$ cat src/fcer_defines.svh
// register offsets, bit positions, reset values and timing counts
`ifndef FCER_DEFINES_SVH
`define FCER_DEFINES_SVH

`define FCER_ADDR_W 8
`define FCER_ADDR_FEATURE 8'h10
`define FCER_DATA_W 32

`define FCER_BIT_RES15 15
`define FCER_BIT_ONE 14
`define FCER_BIT_POLL_DIS 12
`define FCER_BIT_AUTO_PAD 11
`define FCER_BIT_AUTO_STRIP 10
`define FCER_BIT_MISSED 9
`define FCER_BIT_MISSED_MASK 8
`define FCER_BIT_USER_CMD 7
`define FCER_BIT_USER_FLAG 6
`define FCER_BIT_RXCOL 5
`define FCER_BIT_RXCOL_MASK 4
`define FCER_BIT_TXSTART 3
`define FCER_BIT_TXSTART_MASK 2

`define FCER_RESET_VALUE 32'h0000_4114

`define FCER_MIN_FRAME 16'h0040
`define FCER_FCS_LEN 16'h0004
`define FCER_MIN_DATA 16'h002e
`define FCER_RX_HDR_LEN 16'h000e

`define FCER_CLK_NS 10
`define FCER_POLL_NS 20480
`define FCER_POLL_CYCLES (`FCER_POLL_NS / `FCER_CLK_NS)

`endif

$ cat src/fcer_pkg.sv
// types shared by the feature control and event register block
package fcer_pkg;

    typedef struct packed {
        logic missed_wrap;
        logic rxcol_wrap;
        logic tx_begin;
    } fcer_event_t;

    typedef struct packed {
        logic tx_poll_disable;
        logic tx_auto_pad;
        logic rx_auto_strip;
    } fcer_feature_t;

    typedef struct packed {
        logic tx_check_seq_disable;
        logic desc_add_check_seq;
        logic [15:0] tx_len;
        logic [15:0] rx_frame_len;
        logic [15:0] rx_type_len;
    } fcer_frame_t;

    typedef enum logic [1:0] {
        FCER_POLL_IDLE = 2'b01,
        FCER_POLL_REQ = 2'b10
    } fcer_poll_state_t;

endpackage

$ cat src/fcer_tx_poll.sv
// transmit descriptor poll scheduler
`include "fcer_defines.svh"
module fcer_tx_poll #(
    parameter int unsigned INTERVAL = `FCER_POLL_CYCLES
) (
    // clock and reset
    input logic clk_i,
    input logic arst_n_i,
    // control
    input logic tx_poll_disable_i,
    input logic transmitter_on_i,
    input logic tx_demand_i,
    input logic rx_done_i,
    // poll request pulse
    output logic tx_poll_o
);
    import fcer_pkg::*;

    logic [15:0] timer;
    logic timer_hit;
    logic pending;
    logic take;
    fcer_poll_state_t state;

    assign timer_hit = (timer == 16'(INTERVAL - 1));
    assign take = (state == FCER_POLL_IDLE) && pending && transmitter_on_i;

    always_ff @(posedge clk_i or negedge arst_n_i) begin
        if (!arst_n_i) begin
            timer <= 16'h0000;
        end else if (timer_hit || tx_poll_disable_i) begin
            timer <= 16'h0000;
        end else begin
            timer <= timer + 16'h0001;
        end
    end

    // a new request in the take cycle is kept, so none is lost
    always_ff @(posedge clk_i or negedge arst_n_i) begin
        if (!arst_n_i) begin
            pending <= 1'b0;
        end else if (!transmitter_on_i) begin
            pending <= 1'b0;
        end else begin
            pending <= (pending && !take) || tx_demand_i || rx_done_i
                || (timer_hit && !tx_poll_disable_i);
        end
    end

    always_ff @(posedge clk_i or negedge arst_n_i) begin
        if (!arst_n_i) begin
            state <= FCER_POLL_IDLE;
        end else begin
            case (state)
                FCER_POLL_IDLE: state <= take ? FCER_POLL_REQ : FCER_POLL_IDLE;
                FCER_POLL_REQ: state <= FCER_POLL_IDLE;
                default: state <= FCER_POLL_IDLE;
            endcase
        end
    end

    assign tx_poll_o = (state == FCER_POLL_REQ);
endmodule

$ cat src/fcer_frame_len.sv
// transmit pad and check sequence decision, receive strip length
`include "fcer_defines.svh"
module fcer_frame_len (
    // clock and reset
    input logic clk_i,
    input logic arst_n_i,
    // settings and frame facts
    input fcer_pkg::fcer_feature_t feat_i,
    input fcer_pkg::fcer_frame_t frame_i,
    // decisions
    output logic [15:0] tx_pad_len_o,
    output logic tx_append_fcs_o,
    output logic [15:0] rx_store_len_o
);
    import fcer_pkg::*;

    function automatic logic [15:0] sat_sub(input logic [15:0] a, input logic [15:0] b);
        sat_sub = (a > b) ? 16'(a - b) : 16'h0000;
    endfunction

    logic short_tx;
    logic pad_in_rx;

    assign short_tx = feat_i.tx_auto_pad
        && (frame_i.tx_len < sat_sub(`FCER_MIN_FRAME, `FCER_FCS_LEN));
    assign pad_in_rx = frame_i.rx_type_len < `FCER_MIN_DATA;

    always_ff @(posedge clk_i or negedge arst_n_i) begin
        if (!arst_n_i) begin
            tx_pad_len_o <= 16'h0000;
            tx_append_fcs_o <= 1'b0;
        end else begin
            // pad fills to 60 bytes, leaving out the 4-byte check sequence, which follows the pad
            tx_pad_len_o <= short_tx
                ? sat_sub(sat_sub(`FCER_MIN_FRAME, `FCER_FCS_LEN), frame_i.tx_len)
                : 16'h0000;
            tx_append_fcs_o <= short_tx
                || frame_i.desc_add_check_seq || !frame_i.tx_check_seq_disable;
        end
    end

    always_ff @(posedge clk_i or negedge arst_n_i) begin
        if (!arst_n_i) begin
            rx_store_len_o <= 16'h0000;
        end else if (!feat_i.rx_auto_strip) begin
            rx_store_len_o <= frame_i.rx_frame_len;
        end else if (pad_in_rx) begin
            rx_store_len_o <= 16'(`FCER_RX_HDR_LEN + frame_i.rx_type_len);
        end else begin
            rx_store_len_o <= sat_sub(frame_i.rx_frame_len, `FCER_FCS_LEN);
        end
    end
endmodule

$ cat src/fcer_core.sv
// feature control and event register with poll and frame length helpers
//
// Summary of operation
// - writing one to an event bit clears it; read-back-write clears pending events
// - bit 14 always reads one; writes to it do nothing
// - poll disable bit 12 stops automatic polls; demand gives one manual poll
// - no poll while transmitter off; a poll follows receive activity
// - auto pad bit 11 extends short frames to 64 bytes with check sequence
// - auto pad on short frames overrides global and descriptor check settings
// - auto strip bit 10 removes pad and check sequence from received frames
// - missed counter wrap sets bit 9; interrupt if enabled and mask clear
// - missed overflow clears on write one, resets or stop
// - mask bit 8 blocks missed overflow; presets on resets, ignores stop
// - user command bit 7 requests interrupt while set and enabled
// - writing one to user flag clears command; resets and stop clear it
// - user flag bit 6 sets after the command; clears on write one, reset, stop
// - receive collision wrap sets bit 5; interrupt if enabled and mask clear
// - collision overflow clears on write one, resets or stop
// - mask bit 4 blocks collision overflow; presets on resets, ignores stop
// - frame start sets bit 3; interrupt via mask bit 2; clears on write one
// - mask bit 2 blocks transmit start; presets on resets, ignores stop
// - reserved bits read zero except bit 15, which reads back its last write; feature bits clear on resets, not on stop
// - global interrupt enable comes from the main control register
//
// Added by the designer: the plain strobed port and the placing of the registers.
`include "fcer_defines.svh"
module fcer_core #(
    parameter int unsigned POLL_INTERVAL = `FCER_POLL_CYCLES
) (
    // clock and reset
    input logic clk_i,
    input logic arst_n_i,
    // register port
    input logic [`FCER_ADDR_W-1:0] addr_i,
    input logic [`FCER_DATA_W-1:0] wdata_i,
    input logic wr_i,
    input logic rd_i,
    output logic [`FCER_DATA_W-1:0] rdata_o,
    // device control from elsewhere
    input logic soft_reset_i,
    input logic stop_cmd_i,
    input logic global_irq_enable_i,
    input logic transmitter_on_i,
    input logic tx_demand_i,
    input logic rx_done_i,
    input fcer_pkg::fcer_event_t event_i,
    input fcer_pkg::fcer_frame_t frame_i,
    // interrupt
    output logic combined_irq_flag_o,
    output logic inta_o,
    // features and datapath decisions
    output fcer_pkg::fcer_feature_t feat_o,
    output logic tx_poll_o,
    output logic [15:0] tx_pad_len_o,
    output logic tx_append_fcs_o,
    output logic [15:0] rx_store_len_o
);
    import fcer_pkg::*;

    logic sel;
    logic wr_hit;
    logic [`FCER_DATA_W-1:0] w1c;
    logic res15;
    logic tx_poll_disable;
    logic tx_auto_pad;
    logic rx_auto_strip;
    logic missed_count_overflow;
    logic missed_count_overflow_mask;
    logic user_irq_command;
    logic user_irq_flag;
    logic user_irq_set;
    logic rx_collision_overflow;
    logic rx_collision_overflow_mask;
    logic tx_start_flag;
    logic tx_start_mask;
    logic event_clear;
    logic next_combined;
    logic [`FCER_DATA_W-1:0] reg_view;

    assign sel = (addr_i == `FCER_ADDR_FEATURE);
    assign wr_hit = wr_i && sel;
    // write-one-to-clear strobes, per bit
    assign w1c = wr_hit ? wdata_i : '0;
    // soft reset and stop both wipe the event state
    assign event_clear = soft_reset_i || stop_cmd_i;

    // feature bits and bit 15: hard or soft reset or a write of zero clear them, stop does not
    always_ff @(posedge clk_i or negedge arst_n_i) begin
        if (!arst_n_i) begin
            res15 <= 1'b0;
            tx_poll_disable <= 1'b0;
            tx_auto_pad <= 1'b0;
            rx_auto_strip <= 1'b0;
        end else if (soft_reset_i) begin
            res15 <= 1'b0;
            tx_poll_disable <= 1'b0;
            tx_auto_pad <= 1'b0;
            rx_auto_strip <= 1'b0;
        end else if (wr_hit) begin
            res15 <= wdata_i[`FCER_BIT_RES15];
            tx_poll_disable <= wdata_i[`FCER_BIT_POLL_DIS];
            tx_auto_pad <= wdata_i[`FCER_BIT_AUTO_PAD];
            rx_auto_strip <= wdata_i[`FCER_BIT_AUTO_STRIP];
        end
    end

    // masks preset to one on resets and ignore stop
    always_ff @(posedge clk_i or negedge arst_n_i) begin
        if (!arst_n_i) begin
            missed_count_overflow_mask <= 1'b1;
            rx_collision_overflow_mask <= 1'b1;
            tx_start_mask <= 1'b1;
        end else if (soft_reset_i) begin
            missed_count_overflow_mask <= 1'b1;
            rx_collision_overflow_mask <= 1'b1;
            tx_start_mask <= 1'b1;
        end else if (wr_hit) begin
            missed_count_overflow_mask <= wdata_i[`FCER_BIT_MISSED_MASK];
            rx_collision_overflow_mask <= wdata_i[`FCER_BIT_RXCOL_MASK];
            tx_start_mask <= wdata_i[`FCER_BIT_TXSTART_MASK];
        end
    end

    // hardware event flags: an event beats a write-one clear, but stop or soft reset beats the event
    always_ff @(posedge clk_i or negedge arst_n_i) begin
        if (!arst_n_i) begin
            missed_count_overflow <= 1'b0;
            rx_collision_overflow <= 1'b0;
            tx_start_flag <= 1'b0;
        end else if (event_clear) begin
            missed_count_overflow <= 1'b0;
            rx_collision_overflow <= 1'b0;
            tx_start_flag <= 1'b0;
        end else begin
            missed_count_overflow <= event_i.missed_wrap
                || (missed_count_overflow && !w1c[`FCER_BIT_MISSED]);
            rx_collision_overflow <= event_i.rxcol_wrap
                || (rx_collision_overflow && !w1c[`FCER_BIT_RXCOL]);
            tx_start_flag <= event_i.tx_begin
                || (tx_start_flag && !w1c[`FCER_BIT_TXSTART]);
        end
    end

    // command is set by a write of one and cleared through the user flag
    always_ff @(posedge clk_i or negedge arst_n_i) begin
        if (!arst_n_i) begin
            user_irq_command <= 1'b0;
        end else if (event_clear) begin
            user_irq_command <= 1'b0;
        end else if (w1c[`FCER_BIT_USER_FLAG]) begin
            user_irq_command <= 1'b0;
        end else if (w1c[`FCER_BIT_USER_CMD]) begin
            user_irq_command <= 1'b1;
        end
    end

    // flag follows a fresh command by one cycle; the same write cannot
    // both raise the command and ack it, so the ack takes precedence there
    always_ff @(posedge clk_i or negedge arst_n_i) begin
        if (!arst_n_i) begin
            user_irq_set <= 1'b0;
        end else begin
            user_irq_set <= w1c[`FCER_BIT_USER_CMD] && !w1c[`FCER_BIT_USER_FLAG]
                && !user_irq_command && !event_clear;
        end
    end

    always_ff @(posedge clk_i or negedge arst_n_i) begin
        if (!arst_n_i) begin
            user_irq_flag <= 1'b0;
        end else if (event_clear) begin
            user_irq_flag <= 1'b0;
        end else begin
            user_irq_flag <= user_irq_set
                || (user_irq_flag && !w1c[`FCER_BIT_USER_FLAG]);
        end
    end

    assign next_combined = (missed_count_overflow && !missed_count_overflow_mask)
        || (rx_collision_overflow && !rx_collision_overflow_mask)
        || (tx_start_flag && !tx_start_mask)
        || user_irq_flag || user_irq_command;

    always_ff @(posedge clk_i or negedge arst_n_i) begin
        if (!arst_n_i) begin
            combined_irq_flag_o <= 1'b0;
            inta_o <= 1'b0;
        end else begin
            combined_irq_flag_o <= next_combined;
            inta_o <= next_combined && global_irq_enable_i;
        end
    end

    always_comb begin
        reg_view = '0;
        reg_view[`FCER_BIT_RES15] = res15;
        reg_view[`FCER_BIT_ONE] = 1'b1;
        reg_view[`FCER_BIT_POLL_DIS] = tx_poll_disable;
        reg_view[`FCER_BIT_AUTO_PAD] = tx_auto_pad;
        reg_view[`FCER_BIT_AUTO_STRIP] = rx_auto_strip;
        reg_view[`FCER_BIT_MISSED] = missed_count_overflow;
        reg_view[`FCER_BIT_MISSED_MASK] = missed_count_overflow_mask;
        reg_view[`FCER_BIT_USER_CMD] = user_irq_command;
        reg_view[`FCER_BIT_USER_FLAG] = user_irq_flag;
        reg_view[`FCER_BIT_RXCOL] = rx_collision_overflow;
        reg_view[`FCER_BIT_RXCOL_MASK] = rx_collision_overflow_mask;
        reg_view[`FCER_BIT_TXSTART] = tx_start_flag;
        reg_view[`FCER_BIT_TXSTART_MASK] = tx_start_mask;
    end

    // read data stand for one cycle only; unmapped addresses read zero
    always_ff @(posedge clk_i or negedge arst_n_i) begin
        if (!arst_n_i) begin
            rdata_o <= '0;
        end else if (rd_i && sel) begin
            rdata_o <= reg_view;
        end else begin
            rdata_o <= '0;
        end
    end

    assign feat_o.tx_poll_disable = tx_poll_disable;
    assign feat_o.tx_auto_pad = tx_auto_pad;
    assign feat_o.rx_auto_strip = rx_auto_strip;

    fcer_tx_poll #(
        .INTERVAL(POLL_INTERVAL)
    ) u_poll (
        .clk_i(clk_i),
        .arst_n_i(arst_n_i),
        .tx_poll_disable_i(tx_poll_disable),
        .transmitter_on_i(transmitter_on_i),
        .tx_demand_i(tx_demand_i),
        .rx_done_i(rx_done_i),
        .tx_poll_o(tx_poll_o)
    );

    fcer_frame_len u_len (
        .clk_i(clk_i),
        .arst_n_i(arst_n_i),
        .feat_i(feat_o),
        .frame_i(frame_i),
        .tx_pad_len_o(tx_pad_len_o),
        .tx_append_fcs_o(tx_append_fcs_o),
        .rx_store_len_o(rx_store_len_o)
    );

    logic rd_q;
    always_ff @(posedge clk_i or negedge arst_n_i) begin
        if (!arst_n_i) begin
            rd_q <= 1'b0;
        end else begin
            rd_q <= rd_i && sel;
        end
    end
endmodule

$ cat config.mk
export PLATFORM = sky130hd
export DESIGN_NAME = fcer_core
export DESIGN_NICKNAME = d
export VERILOG_FILES = /design/src/fcer_pkg.sv /design/src/fcer_tx_poll.sv /design/src/fcer_frame_len.sv /design/src/fcer_core.sv
export VERILOG_INCLUDE_DIRS = /design/src /design/src/src
export SDC_FILE = /design/constraint.sdc
export NUM_CORES = 1
export LEC_CHECK = 0
export ABC_AREA = 0
export BUFFER_PORTS_ARGS = -buffer_cell sky130_fd_sc_hd__buf_2
export CAP_MARGIN = 10
export CORE_MARGIN = 8
export CORE_UTILIZATION = 35
export DETAILED_ROUTE_END_ITERATION = 8
export SYNTH_ARGS = -nofsm -noshare
export SYNTH_HDL_FRONTEND = slang
export SYNTH_SLANG_ARGS = --single-unit
$ cat constraint.sdc
create_clock -name clk_i -period 2 [get_ports clk_i]
set_input_delay 0.4 -clock clk_i [delete_from_list [all_inputs] [get_ports clk_i]]
set_output_delay 0.4 -clock clk_i [all_outputs]
set_load 0.02 [all_outputs]
Word level (Yosys, flattened, before mapping)
Cells that the tools add are included.
{ "totals": {"register_bits": 99} }
{ "classes": {"add_sub_neg": 4, "order_cmp": 4, "eq_ne": 4, "muxes": 32, "n_reduce_logical": 47} }
{ "op_table": {"columns": ["cell", "count"], "rows": [
  ["two-way mux 16 bit", 7],
  ["< comparator 16 x 6 -> 1 bit, second input constant", 2],
  ["two-way mux 1 bit", 22],
  ["logical AND 1 bit", 18],
  ["adder 16 x 1 -> 16 bit, second input constant", 1],
  ["adder 4 x 16 -> 16 bit, first input constant", 1],
  ["== test 16 x 11 -> 1 bit, second input constant", 1],
  ["> comparator 16 x 3 -> 1 bit, second input constant", 1],
  ["> comparator 6 x 16 -> 1 bit, first input constant", 1],
  ["subtractor 16 x 3 -> 16 bit, second input constant", 1],
  ["subtractor 6 x 16 -> 16 bit, first input constant", 1],
  ["logical OR 1 bit", 15],
  ["zero test 1 bit", 12],
  ["two-way mux 10 bit", 1],
  ["== test 8 x 5 -> 1 bit, second input constant", 1],
  ["two-way mux 2 bit", 2],
  ["nonzero test 3 bit", 1],
  ["== test 2 x 1 -> 1 bit, second input constant", 1],
  ["== test 2 bit, second input constant", 1],
  ["nonzero test 2 bit", 1]
]} }

Logic depth before layout (Yosys ltp)
Gate-level depths: netlist (run 1).
{ "logic_depth": {"ltp_word": 9, "ltp_mapped": 8, "depth_no_buf": 7} }

Modules after synthesis
From an unflattened synthesis (run 1), not the netlist that was laid out.
{ "unflattened": {"cells_unflattened": 355, "area_unflattened_um2": 3777.4} }
{ "by_module_without_submodules": {"columns": ["mod", "n_inst", "cells_per_inst", "area_per_inst_um2", "seq_area_each_um2"], "rows": [
  ["fcer_frame_len", 1, 148, 1542.7, 825.8],
  ["fcer_core", 1, 119, 1315.0, 704.4],
  ["fcer_tx_poll", 1, 88, 919.6, 476.7]
]} }

Least setup slack after synthesis (run 1)
Ideal clock, no wire load.
{ "synth_path": {"path_type": "in2reg", "startpoint": "input frame_i[24] (netlist bit)", "endpoint": "register u_len.rx_store_len_o[6]", "setup_ns": 0.122, "t_arrival_ns": 1.881, "setup_slack_ns": -0.003, "path_stages": 6, "cell_sequence": "clkbuf_2 > or3_1 > o41ai_4 > buf_6 > o21ai_1 > a32o_1"} }
{ "synth_between": {"elab_chain_cells": 4} }
{ "synth_lines": {"columns": ["item", "line_no", "source"], "rows": [
  ["start, declared", "fcer_core.sv:47", "input fcer_pkg::fcer_frame_t frame_i,"],
  ["> comparator 16 x 3 -> 1 bit", "fcer_frame_len.sv:18", "sat_sub = (a > b) ? 16'(a - b) : 16'h0000;"],
  ["two-way mux 16 bit", "fcer_frame_len.sv:18", null],
  ["two-way mux 16 bit", "fcer_frame_len.sv:47", "end else if (pad_in_rx) begin"],
  ["two-way mux 16 bit", "fcer_frame_len.sv:45", "end else if (!feat_i.rx_auto_strip) begin"],
  ["end signal, assigned", "fcer_frame_len.sv:46", "rx_store_len_o <= frame_i.rx_frame_len;"],
  ["end signal, assigned", "fcer_frame_len.sv:48", "rx_store_len_o <= 16'(`FCER_RX_HDR_LEN + frame_i.rx_type_len);"],
  ["end signal, assigned", "fcer_frame_len.sv:50", "rx_store_len_o <= sat_sub(frame_i.rx_frame_len, `FCER_FCS_LEN);"],
  ["end, declared", "fcer_frame_len.sv:13", "output logic [15:0] rx_store_len_o"]
]} }
Every way passes these cells.
A chain may end at the register's enable or synchronous reset.

Final worst setup path (run 1)
{ "layout_path": {"startpoint": "input frame_i[19] (netlist bit)", "endpoint": "register u_len.rx_store_len_o[6]"} }
{ "layout_between": {"elab_chain_cells": 4, "elab_cells_between_ends": 5} }
{ "layout_lines": {"columns": ["item", "line_no"], "rows": [
  ["subtractor 16 x 3 -> 16 bit / > comparator 16 x 3 -> 1 bit (equally long branches)", "fcer_frame_len.sv:18"],
  ["two-way mux 16 bit (*)", "fcer_frame_len.sv:18"],
  ["two-way mux 16 bit (*)", "fcer_frame_len.sv:47"],
  ["two-way mux 16 bit (*)", "fcer_frame_len.sv:45"]
]} }
Mark *: on every way between the ends. The rest lies on a longest branch, timed or not.

==> summary.md, run 1 <==
| Metric | Value |
|---|---|
| Result of the run | completed |
| Worst-case hold slack | between 0.01 and 0.015 ns |
| Placed wire-length estimate after detailed placement | between 7 and 8 mm |
| Unrepaired setup endpoints after global routing | false |
| Antenna-violating nets left | 0 |
| Share of the synthesized area in the top cell type | 52.04% |
| Crit path launch type | input port |
| Number of different library cells in the post-synthesis netlist | 54 |
| Count of nets after finishing | 619 |
| Worst max-slew margin expressed relative to the limit | 65.22% |
| WP buf/inv | 3 |
| Deepest clock path buffer count | 2 |
| FF+latch count, synth | 80 |
| Cell leakage power | 2.455 nW |
| All-layer global routing usage | 13.65% |
| Cell area reported after detailed placement | approximately 4600 um2 |
| Antenna cell count | 0 |
| Combined area of all synthesized cells | 3655 um2 |
| CTS tree | yes |
| Final number of hold-violating endpoints | 0 |
| Yosys top cell by area | dfrtp_1 |
| Commonest non-fill, non-tap cell in the layout | buf_2 |
| Power per Cell Area | roughly 760 nW/um2 |
| Initial Util | 35.72% |
| Summed area of non-filler cells in the final layout | just under 5000 um2 |
| Largest net degree at the start of global routing | 41 |
| Critical path arrival | 2.05 ns |
| Transition at the pin with the smallest max-transition slack | 0.5217 ns |
| CTS hold repair buffers | 0 |
| Total number of vias | 3036 |
| Fin crit share | 90.11% |
| Most frequent cells in the layout | buf_2, dfrtp_1, nor2_1 |
| Routability cong. | approximately 0.83 |
| Post-synth EDFFs | 0 |
| Most used DFF post-synth | dfrtp_1 |
| Standard-cell rows | 37 |
| Final WL | 9.460 mm |
| Number of standard cells after synthesis | 345 |
| Cell with the largest stage delay on the worst path | o41ai_4 |
| Total grt overflow | 0 |
| Worst setup path category | input port to register |
| Number of pins exceeding their max-slew limit in the final report | 0 |
| Number of buffers created by CTS | 9 |
| Instance count after placement with tap cells included | 636 |
| Clock Tree Root | clkbuf_8 |
| Number of max-cap violations | 0 |
| I/O pin count | 174 |
| Number of gates resized after CTS | 0 |
| First-pass GRT wire length | 15.44 mm |
| Clock Skew | about 0.0081 ns |
| Clock-pin slew on the worst setup and hold paths | 0.08 ns |
| Hold Path Class | input port to asynchronous set/reset pin |
| Antenna violations before repair | 1 |
| Die outline width | 118.2 um |
| Slowest Stage Delay on Critical Path | 0.33 ns |
| Crit-path leading delay family | compound AO/OA/AOI/OAI gates |
| Mean instance size in the synthesized netlist | between 10 and 15 um2 |
| Kind of capture point of the worst setup path | register |
| I/O Buffers | 134 |
| Routed wire length per instance | 14.51 um |
| Critical path required time | 2.24 ns |
| Total of warnings raised by yosys | 0 |
| Post-synthesis sequential area ratio | a little over half |
| Signed area change from the synthesized netlist to the final layout | 31.56% |
| Number of search-and-repair iterations in the first detailed-routing pass | 4 |
| Clock Sinks | 80 |
| Post-CTS Setup Bufs | 0 |
| Post-layout min period | 1.802 ns |
| Largest cells by area after synthesis | dfrtp_1, nor2_1, buf_4 |
| Die area | 13970 um2 |
| CTS H-tree depth | 3 |
| Die outline height | roughly 120 um |
| Critical path fanouts, max | 9 |
| Max Fclk | 0.5549 GHz |
| Proportion of layout cells with a drive suffix above 1 | a little over a third |
| Worst IR drop on VDD | 298.1 uV |
| Clock latency on the worst-skew pair | about 0.36 ns |
| Share of async-settable or async-resettable flops after synthesis | 100.0% |
| Total setup violations reported at the end of the flow | 0 |
| Finished Layout Cells | 652 |
| Vias in the first global route | about 3300 |
| Core region area | 10230 um2 |
| Ratio of routed vias to standard cells | 4.656 |
| DRC viols | 0 |
| Sequence of cells on the critical path | buf_2, inv_1, ha_1, nor3b_1, o21ai_1, o41ai_4, buf_4, nor2_2, a32o_1 |
| Iter 0 DRT Violations | 116 |
worst reg2reg max path: cells and delay by family, from the launching register on:
| family | cells | cell delay [ns] |
|---|---|---|
| flip-flops | 1 | 0.42 |
| AND/OR/NAND/NOR | 5 | 1.07 |
final cells by class:
class                      instances  area (um2)
clock inverter                     6       91.34
fill                            1002        5423
timing repair buffer             159       873.3
sequential                        80        2007
clock buffer                      10       127.6
multi-input combinational        244        1475
inverter                          17       63.81
tap                              136       170.2
kinds of logic (layout without fill, tap and decap cells):
group / Yosys count / in the layout / synth area share, %
compound gates: 53 / 53 / 10.96
xor+xnor: 21 / 21 / 5.033
fa+ha+maj: 5 / 5 / 1.712
buf+inv: 49 / 192 / 7.600
flops: 80 / 80 / 54.91
mux: 4 / 4 / 1.096
other cells: 1 / 29 / 0.1026
simple gates: 132 / 132 / 18.59
metrics by stage:
stage	worst slack, ns	utilization, %	total power, mW	setup TNS (ns)
5_1_grt	0.1052	47.00	3.836	0
2_1_floorplan	-0.002530	-	2.141	-0.002530
6_report	0.1979	47.00	3.641	0
3_5_place_dp	-0.1665	44.86	2.365	-1.667
4_1_cts	0.2090	47.00	3.697	0
3_3_place_gp	-0.1006	44.86	2.348	-0.6809
Yosys cell counts (2+ instances only):
master / count
o21ai_0: 5
nor3b_1: 2
o21a_1: 2
mux2i_1: 4
and4_1: 3
nor4_1: 7
dfstp_2: 4
xor2_1: 13
nor2b_1: 3
nor3_1: 19
o21ai_1: 9
dfrtp_1: 76
nand3_1: 8
clkbuf_1: 6
and2_1: 10
and3_1: 2
nor2_1: 46
a211oi_1: 3
inv_1: 17
a21oi_1: 7
buf_4: 22
nand2_1: 14
a32o_1: 4
ha_1: 5
buf_2: 2
a211o_1: 3
a22o_1: 8
xnor2_1: 8
nand4_1: 8
layer usage:
metal | up-vias | share of wire, % | track usage (%)
met3 | 16 | 6.6 | 4.046
met4 | 2 | 2.2 | 6.805
li1 | 1480 | - | -
met5 | - | 0.11 | 0
met1 | 1414 | 43 | 15.65
met2 | 124 | 48 | 22.84
report_power, final:
part / total, mW / switching (mW) / leakage [nW] / internal, mW
Sequential: 1.80 / 0.0776 / 1.02 / 1.72
Clock: 1.31 / 0.604 / 0.111 / 0.710
Combinational: 0.530 / 0.304 / 1.32 / 0.226
Total: 3.64 / 0.985 / 2.46 / 2.66
state kept, by name, summed over array words and instances (netlist names), 2 cells and up:
register / count
u_poll.state: 2
u_poll.timer: 16
u_len.rx_store_len_o: 16
u_len.tx_pad_len_o: 16
rdata_o: 13
path summary, 6_finish.rpt:
check | start | to | slack [ns] | cells past startpoint
setup / recovery | frame_i[19] | u_len.rx_store_len_o[6] | 0.20 | 9
hold / removal | arst_n_i | u_len.rx_store_len_o[5] | 0.01 | 1
setup reg to reg | u_poll.timer[5] | u_poll.timer[2] | 0.38 | 5
hold reg to reg | res15 | rdata_o[15] | 0.49 | 1
max in group asynchronous | arst_n_i | missed_count_overflow_mask | 1.35 | 2
min in group clk_i | frame_i[49] | u_len.tx_append_fcs_o | 0.23 | 2
No activity file was read; power rests on OpenSTA's default activity.
==> run 2: changes to the inputs <==
Settings changed: CORE_UTILIZATION 35 to 28, REMOVE_ABC_BUFFERS from default to 1.
==> run 2 against run 1 <==
  * Design area is 3.0% higher
  * Hold slack worse by 0.0040 ns
  * Register-to-register slack better by 0.02 ns
  * Global-route usage is 1.9 points lower
  * Core utilization is 7.9 points lower
  * Final cell count is 4.9% higher
  * Maximum frequency is 1.7% lower
  * Combinational power hardly changed
  * Clock skew is 0.0028 ns lower
  * Routed wire length is 2.4% higher
  * Via count hardly changed
  * Largest power group unchanged
==> summary.md, run 2 (synthesis gave the netlist of run 1 again) <==
| Metric | Value |
|---|---|
| Result of the run | completed |
| WP buf/inv | 3 (unchanged) |
| Hold Path Class | input port to asynchronous set/reset pin |
| Iter 0 DRT Violations | 156 (+34%) |
| Cell leakage power | 2.482 nW (+1.1%) |
| Kind of capture point of the worst setup path | register |
| Largest net degree at the start of global routing | 50 (+22%) |
| Final WL | 9.686 mm (+2.4%) |
| Core region area | 12670 um2 (+24%) |
| Critical path arrival | 2.05 ns (about the same) |
| Post-CTS Setup Bufs | 0 (unchanged) |
| Max Fclk | 0.5456 GHz (-1.7%) |
| Most frequent cells in the layout | buf_2, dfrtp_1, nor2_1 |
| Proportion of layout cells with a drive suffix above 1 | 34.96% (-0.50 points) |
| All-layer global routing usage | 11.73% (-1.9 points) |
| Unrepaired setup endpoints after global routing | false |
| Number of gates resized after CTS | 0 (unchanged) |
| Die outline height | 130.3 um (+10%) |
| I/O pin count | 174 (unchanged) |
| CTS H-tree depth | 3 (unchanged) |
| Clock-pin slew on the worst setup and hold paths | 0.06 ns (-0.02 ns) |
| Count of nets after finishing | 615 (-0.65%) |
| Antenna-violating nets left | 0 (unchanged) |
| Reg-to-Reg End | u_poll.timer[9] |
| Commonest non-fill, non-tap cell in the layout | buf_2 |
| Crit path launch type | input port |
| Critical path fanouts, max | 16 (+7) |
| CTS tree | yes |
| Routability cong. | 0.7669 (-7.3%) |
| Critical path required time | 2.22 ns (-0.02 ns) |
| Fin crit share | 91.65% (+1.5 points) |
| I/O Buffers | 134 (unchanged) |
| Power per Cell Area | 827.1 nW/um2 (+9.2%) |
| Die area | 16970 um2 (+21%) |
| Total grt overflow | 0 (unchanged) |
| Total power | 4.095 mW (+12%) |
| Number of max-cap violations | 0 (unchanged) |
| Number of pins exceeding their max-slew limit in the final report | 0 (unchanged) |
| Antenna cell count | 0 (unchanged) |
| Vias in the first global route | 3275 (+0.092%) |
| Post-layout min period | 1.833 ns (+0.03085 ns) |
| Number of search-and-repair iterations in the first detailed-routing pass | 4 (unchanged) |
| Final number of hold-violating endpoints | 0 (unchanged) |
| Clock Sinks | 80 (unchanged) |
| Standard-cell rows | 41 (+11%) |
| Clock Skew | 0.005232 ns (-0.002843 ns) |
| Ratio of routed vias to standard cells | 4.437 (-4.7%) |
| Depth of the most critical reg-to-reg path | 5 (unchanged) |
| Largest regs | u_len.rx_store_len_o x16, u_len.tx_pad_len_o x16, u_poll.timer x16 |
| Cell with the largest stage delay on the worst path | o41ai_4 |
| Deepest clock path buffer count | 2 (unchanged) |
| Sequence of cells on the critical path | buf_2, inv_1, ha_1, nor3b_1, o21ai_1, o41ai_4, buf_12, nor2_2, a32o_1 |
| Clock Tree Root | clkbuf_16 |
| Worst-case hold slack | 0.008874 ns (-0.004012 ns) |
| Worst IR drop on VDD | 409.0 uV (+37%) |
| CTS hold repair buffers | 0 (unchanged) |
| Worst reg-to-reg setup slack | 0.40 ns (+0.02 ns) |
| Clock latency on the worst-skew pair | 0.33 ns (-0.03 ns) |
| Die outline width | 130.3 um (+10%) |
| First-pass GRT wire length | 15.75 mm (+2.1%) |
| Post-layout utilization of the core | 39.07% (-7.9 points) |
| Antenna violations before repair | 0 (-1) |
| Signed area change from the synthesized netlist to the final layout | 35.47% |
| Number of buffers created by CTS | 9 (unchanged) |
| Total setup violations reported at the end of the flow | 0 (unchanged) |
| Crit-path leading delay family | compound AO/OA/AOI/OAI gates |
| Initial Util | 28.84% (-6.9 points) |
| Critical register-to-register path startpoint | u_poll.timer[5] |
| Slowest Stage Delay on Critical Path | 0.35 ns (+0.02 ns) |
| DRC viols | 0 (unchanged) |
| Total number of vias | 3035 (-0.033%) |
| Routed wire length per instance | 14.16 um (-2.4%) |
| Worst setup path category | input port to register |
| Placed wire-length estimate after detailed placement | 7.614 mm (+1.6%) |
## run 2: through the flow
stage | setup slack [ns] | instances | cell area [um2] | setup TNS [ns]
global placement | -0.09736 | 668 | 4629 | -0.7469
finish | 0.1670 | 684 | 4951 | 0
CTS | 0.1865 | 684 | 4951 | 0
global route | 0.08441 | 684 | 4951 | 0
detailed placement | -0.1543 | 668 | 4629 | -1.705
floorplan | -0.1079 | 341 | 3546 | -0.6529
## run 2: worst max path at each step
stage | startpoint | end | slack, ns | cells after the start
6_report | frame_i[19] | u_len.rx_store_len_o[6] | 0.17 | 9
5_1_grt | frame_i[19] | u_len.rx_store_len_o[6] | 0.08 | 9
4_1_cts | frame_i[19] | u_len.rx_store_len_o[6] | 0.19 | 9
3_5_place_dp | frame_i[19] | u_len.rx_store_len_o[6] | -0.15 | 9
3_3_place_gp | frame_i[19] | u_len.rx_store_len_o[6] | -0.1 | 9
2_1_floorplan | frame_i[22] | u_len.rx_store_len_o[6] | -0.11 | 5
## run 2: per-layer routing
metal	vias to the layer above	global-route usage, %	part of all wire, %
li1	1476	-	-
met1	1453	13.89	44
met2	99	19.87	49
met3	7	3.346	5.8
met4	0	4.167	1.2
met5	-	0	0
## run 2: worst register-to-register path: cells and delay by family, from the launching register on
| kind | cells | cell delay, ns |
|---|---|---|
| simple gates | 5 | 1.05 |
| flops | 1 | 0.42 |
## run 2: power by group
group | internal (mW) | switching, mW | leakage [nW]
Combinational | 0.225 | 0.302 | 1.31
Clock | 1.10 | 0.660 | 0.150
Sequential | 1.72 | 0.0830 | 1.02
## run 2: area by class of cell
| class | count | area (um2) |
|---|---|---|
| clock buffer | 10 | 229.0 |
| clock inverter | 6 | 92.59 |
| fill | 1288 | 7720 |
| inverter | 17 | 63.81 |
| multi-input combinational | 244 | 1475 |
| sequential | 80 | 2007 |
| tap | 172 | 215.2 |
| timing repair buffer | 155 | 868.3 |
==> run 3: changes to the inputs <==
Settings changed: MAX_ROUTING_LAYER from default to met4.
==> run 3 against run 2 <==
  * Clock power hardly changed
  * Power hardly changed
  * Critical path depth stayed put
  * Routed wire length hardly changed
  * Highest routed layer unchanged
==> summary.md, run 3 (synthesis gave the netlist of run 1 again) <==
| Metric | Value |
|---|---|
| Result of the run | completed |
| Post-layout utilization of the core | 39.07% (unchanged) |
| First-pass GRT wire length | 15.74 mm (about the same) |
| Antenna cell count | 0 (unchanged) |
| Die outline height | 130.3 um (unchanged) |
| Ratio of routed vias to standard cells | 4.449 (+0.26%) |
| Die area | 16970 um2 (unchanged) |
| Most frequent cells in the layout | buf_2, dfrtp_1, nor2_1 |
| Sequence of cells on the critical path | buf_2, inv_1, ha_1, nor3b_1, o21ai_1, o41ai_4, buf_12, nor2_2, a32o_1 |
| Antenna-violating nets left | 0 (unchanged) |
| All-layer global routing usage | 12.07% (+0.34 points) |
| Clock Tree Root | clkbuf_16 |
| Standard-cell rows | 41 (unchanged) |
| Commonest non-fill, non-tap cell in the layout | buf_2 |
| Clock-pin slew on the worst setup and hold paths | 0.06 ns (about the same) |
| Summed area of non-filler cells in the final layout | 4951 um2 (unchanged) |
| Clock latency on the worst-skew pair | 0.33 ns (about the same) |
| Finished Layout Cells | 684 (unchanged) |
| Clock Sinks | 80 (unchanged) |
| Setup slack after placement | -0.1543 ns (unchanged) |
| Crit path launch type | input port |
| Worst-case setup margin in the final layout | 0.1649 ns (-0.002103 ns) |
| CTS tree | yes |
| Final WL | 9.685 mm (about the same) |
| Core region area | 12670 um2 (unchanged) |
| WP buf/inv | 3 (unchanged) |
| Slowest Stage Delay on Critical Path | 0.35 ns (about the same) |
| DRC viols | 0 (unchanged) |
| Unrepaired setup endpoints after global routing | false |
| Worst-case hold slack | 0.01087 ns (+0.002000 ns) |
| Number of search-and-repair iterations in the first detailed-routing pass | 4 (unchanged) |
| Cell area reported after detailed placement | 4629 um2 (unchanged) |
| Number of pins exceeding their max-slew limit in the final report | 0 (unchanged) |
| Hold Path Class | input port to asynchronous set/reset pin |
| Die outline width | 130.3 um (unchanged) |
| I/O pin count | 174 (unchanged) |
| Placed wire-length estimate after detailed placement | 7.614 mm (unchanged) |
| Cell leakage power | 2.482 nW (unchanged) |
| Total number of vias | 3043 (+0.26%) |
| Count of nets after finishing | 615 (unchanged) |
| Deepest clock path buffer count | 2 (unchanged) |
| Crit-path leading delay family | compound AO/OA/AOI/OAI gates |
| Max Fclk | 0.5449 GHz (-0.11%) |
| Iter 0 DRT Violations | 153 (-1.9%) |
| Largest regs | u_len.rx_store_len_o x16, u_len.tx_pad_len_o x16, u_poll.timer x16 |
| Vias in the first global route | 3274 (-0.031%) |
| I/O Buffers | 134 (unchanged) |
| CTS hold repair buffers | 0 (unchanged) |
| Largest net degree at the start of global routing | 50 (unchanged) |
| Worst setup path category | input port to register |
| Post-layout min period | 1.835 ns (+0.002103 ns) |
| Total grt overflow | 0 (unchanged) |
| Proportion of layout cells with a drive suffix above 1 | 34.96% (unchanged) |
| Initial Util | 28.84% (unchanged) |
| Total setup violations reported at the end of the flow | 0 (unchanged) |
| Critical path fanouts, max | 16 (unchanged) |
| Final number of hold-violating endpoints | 0 (unchanged) |
| Number of gates resized after CTS | 0 (unchanged) |
| CTS H-tree depth | 3 (unchanged) |
| Cell with the largest stage delay on the worst path | o41ai_4 |
| Worst IR drop on VDD | 408.5 uV (-0.13%) |
| Instance count after placement with tap cells included | 668 (unchanged) |
| Power per Cell Area | 826.8 nW/um2 (about the same) |
| Routability cong. | 0.7771 (+1.3%) |
| Fin crit share | 91.75% (+0.11 points) |
| Critical path required time | 2.22 ns (about the same) |
| Clock Skew | 0.005899 ns (+0.0006673 ns) |
| Kind of capture point of the worst setup path | register |
| Post-CTS Setup Bufs | 0 (unchanged) |
| Routed wire length per instance | 14.16 um (about the same) |
| Number of buffers created by CTS | 9 (unchanged) |
| Signed area change from the synthesized netlist to the final layout | 35.47% (unchanged) |
| Number of max-cap violations | 0 (unchanged) |
| Critical path arrival | 2.05 ns (about the same) |
| Antenna violations before repair | 0 (unchanged) |
run 3: cell counts in the layout (fill, tap and decap cells not counted):
Identical to the previous run, type by type.
run 3: layer usage:
| layer | GRT usage (%) | part of all wire [%] | up-vias |
|---|---|---|---|
| li1 | - | - | 1481 |
| met1 | 14.29 | 45 | 1455 |
| met4 | 4.167 | 1.4 | 0 |
| met2 | 19.87 | 49 | 96 |
| met5 | - | 0 | - |
| met3 | 2.693 | 4.5 | 11 |
run 3: final timing paths:
kind,start,end,slack [ns],cells past startpoint
setup / recovery,frame_i[19],u_len.rx_store_len_o[6],0.16,9
hold / removal,arst_n_i,u_len.rx_store_len_o[14],0.01,1
setup reg to reg,u_poll.timer[5],u_poll.timer[9],0.39,5
hold reg to reg,res15,rdata_o[15],0.48,1
max in group asynchronous,arst_n_i,u_poll.state[0],1.33,2
min in group clk_i,frame_i[49],u_len.tx_append_fcs_o,0.26,2
run 3: where the power goes:
group	internal, mW	leakage (nW)	switching [mW]
combinational	0.225	1.31	0.303
clock	1.10	0.150	0.658
sequential	1.72	1.02	0.0828
run 3: stage by stage:
step,power (mW),TNS (ns)
global route,4.306,0
detailed placement,2.365,-1.705
global placement,2.347,-0.7469
CTS,4.169,0
finish,4.094,0
floorplan,2.104,-0.6529
run 3: layout make-up:
| cell class | count | area, um2 |
|---|---|---|
| fill | 1288 | 7720 |
| sequential | 80 | 2007 |
| multi-input combinational | 244 | 1475 |
| timing repair buffer | 155 | 868.3 |
| clock buffer | 10 | 229.0 |
| tap | 172 | 215.2 |
| clock inverter | 6 | 92.59 |
| inverter | 17 | 63.81 |
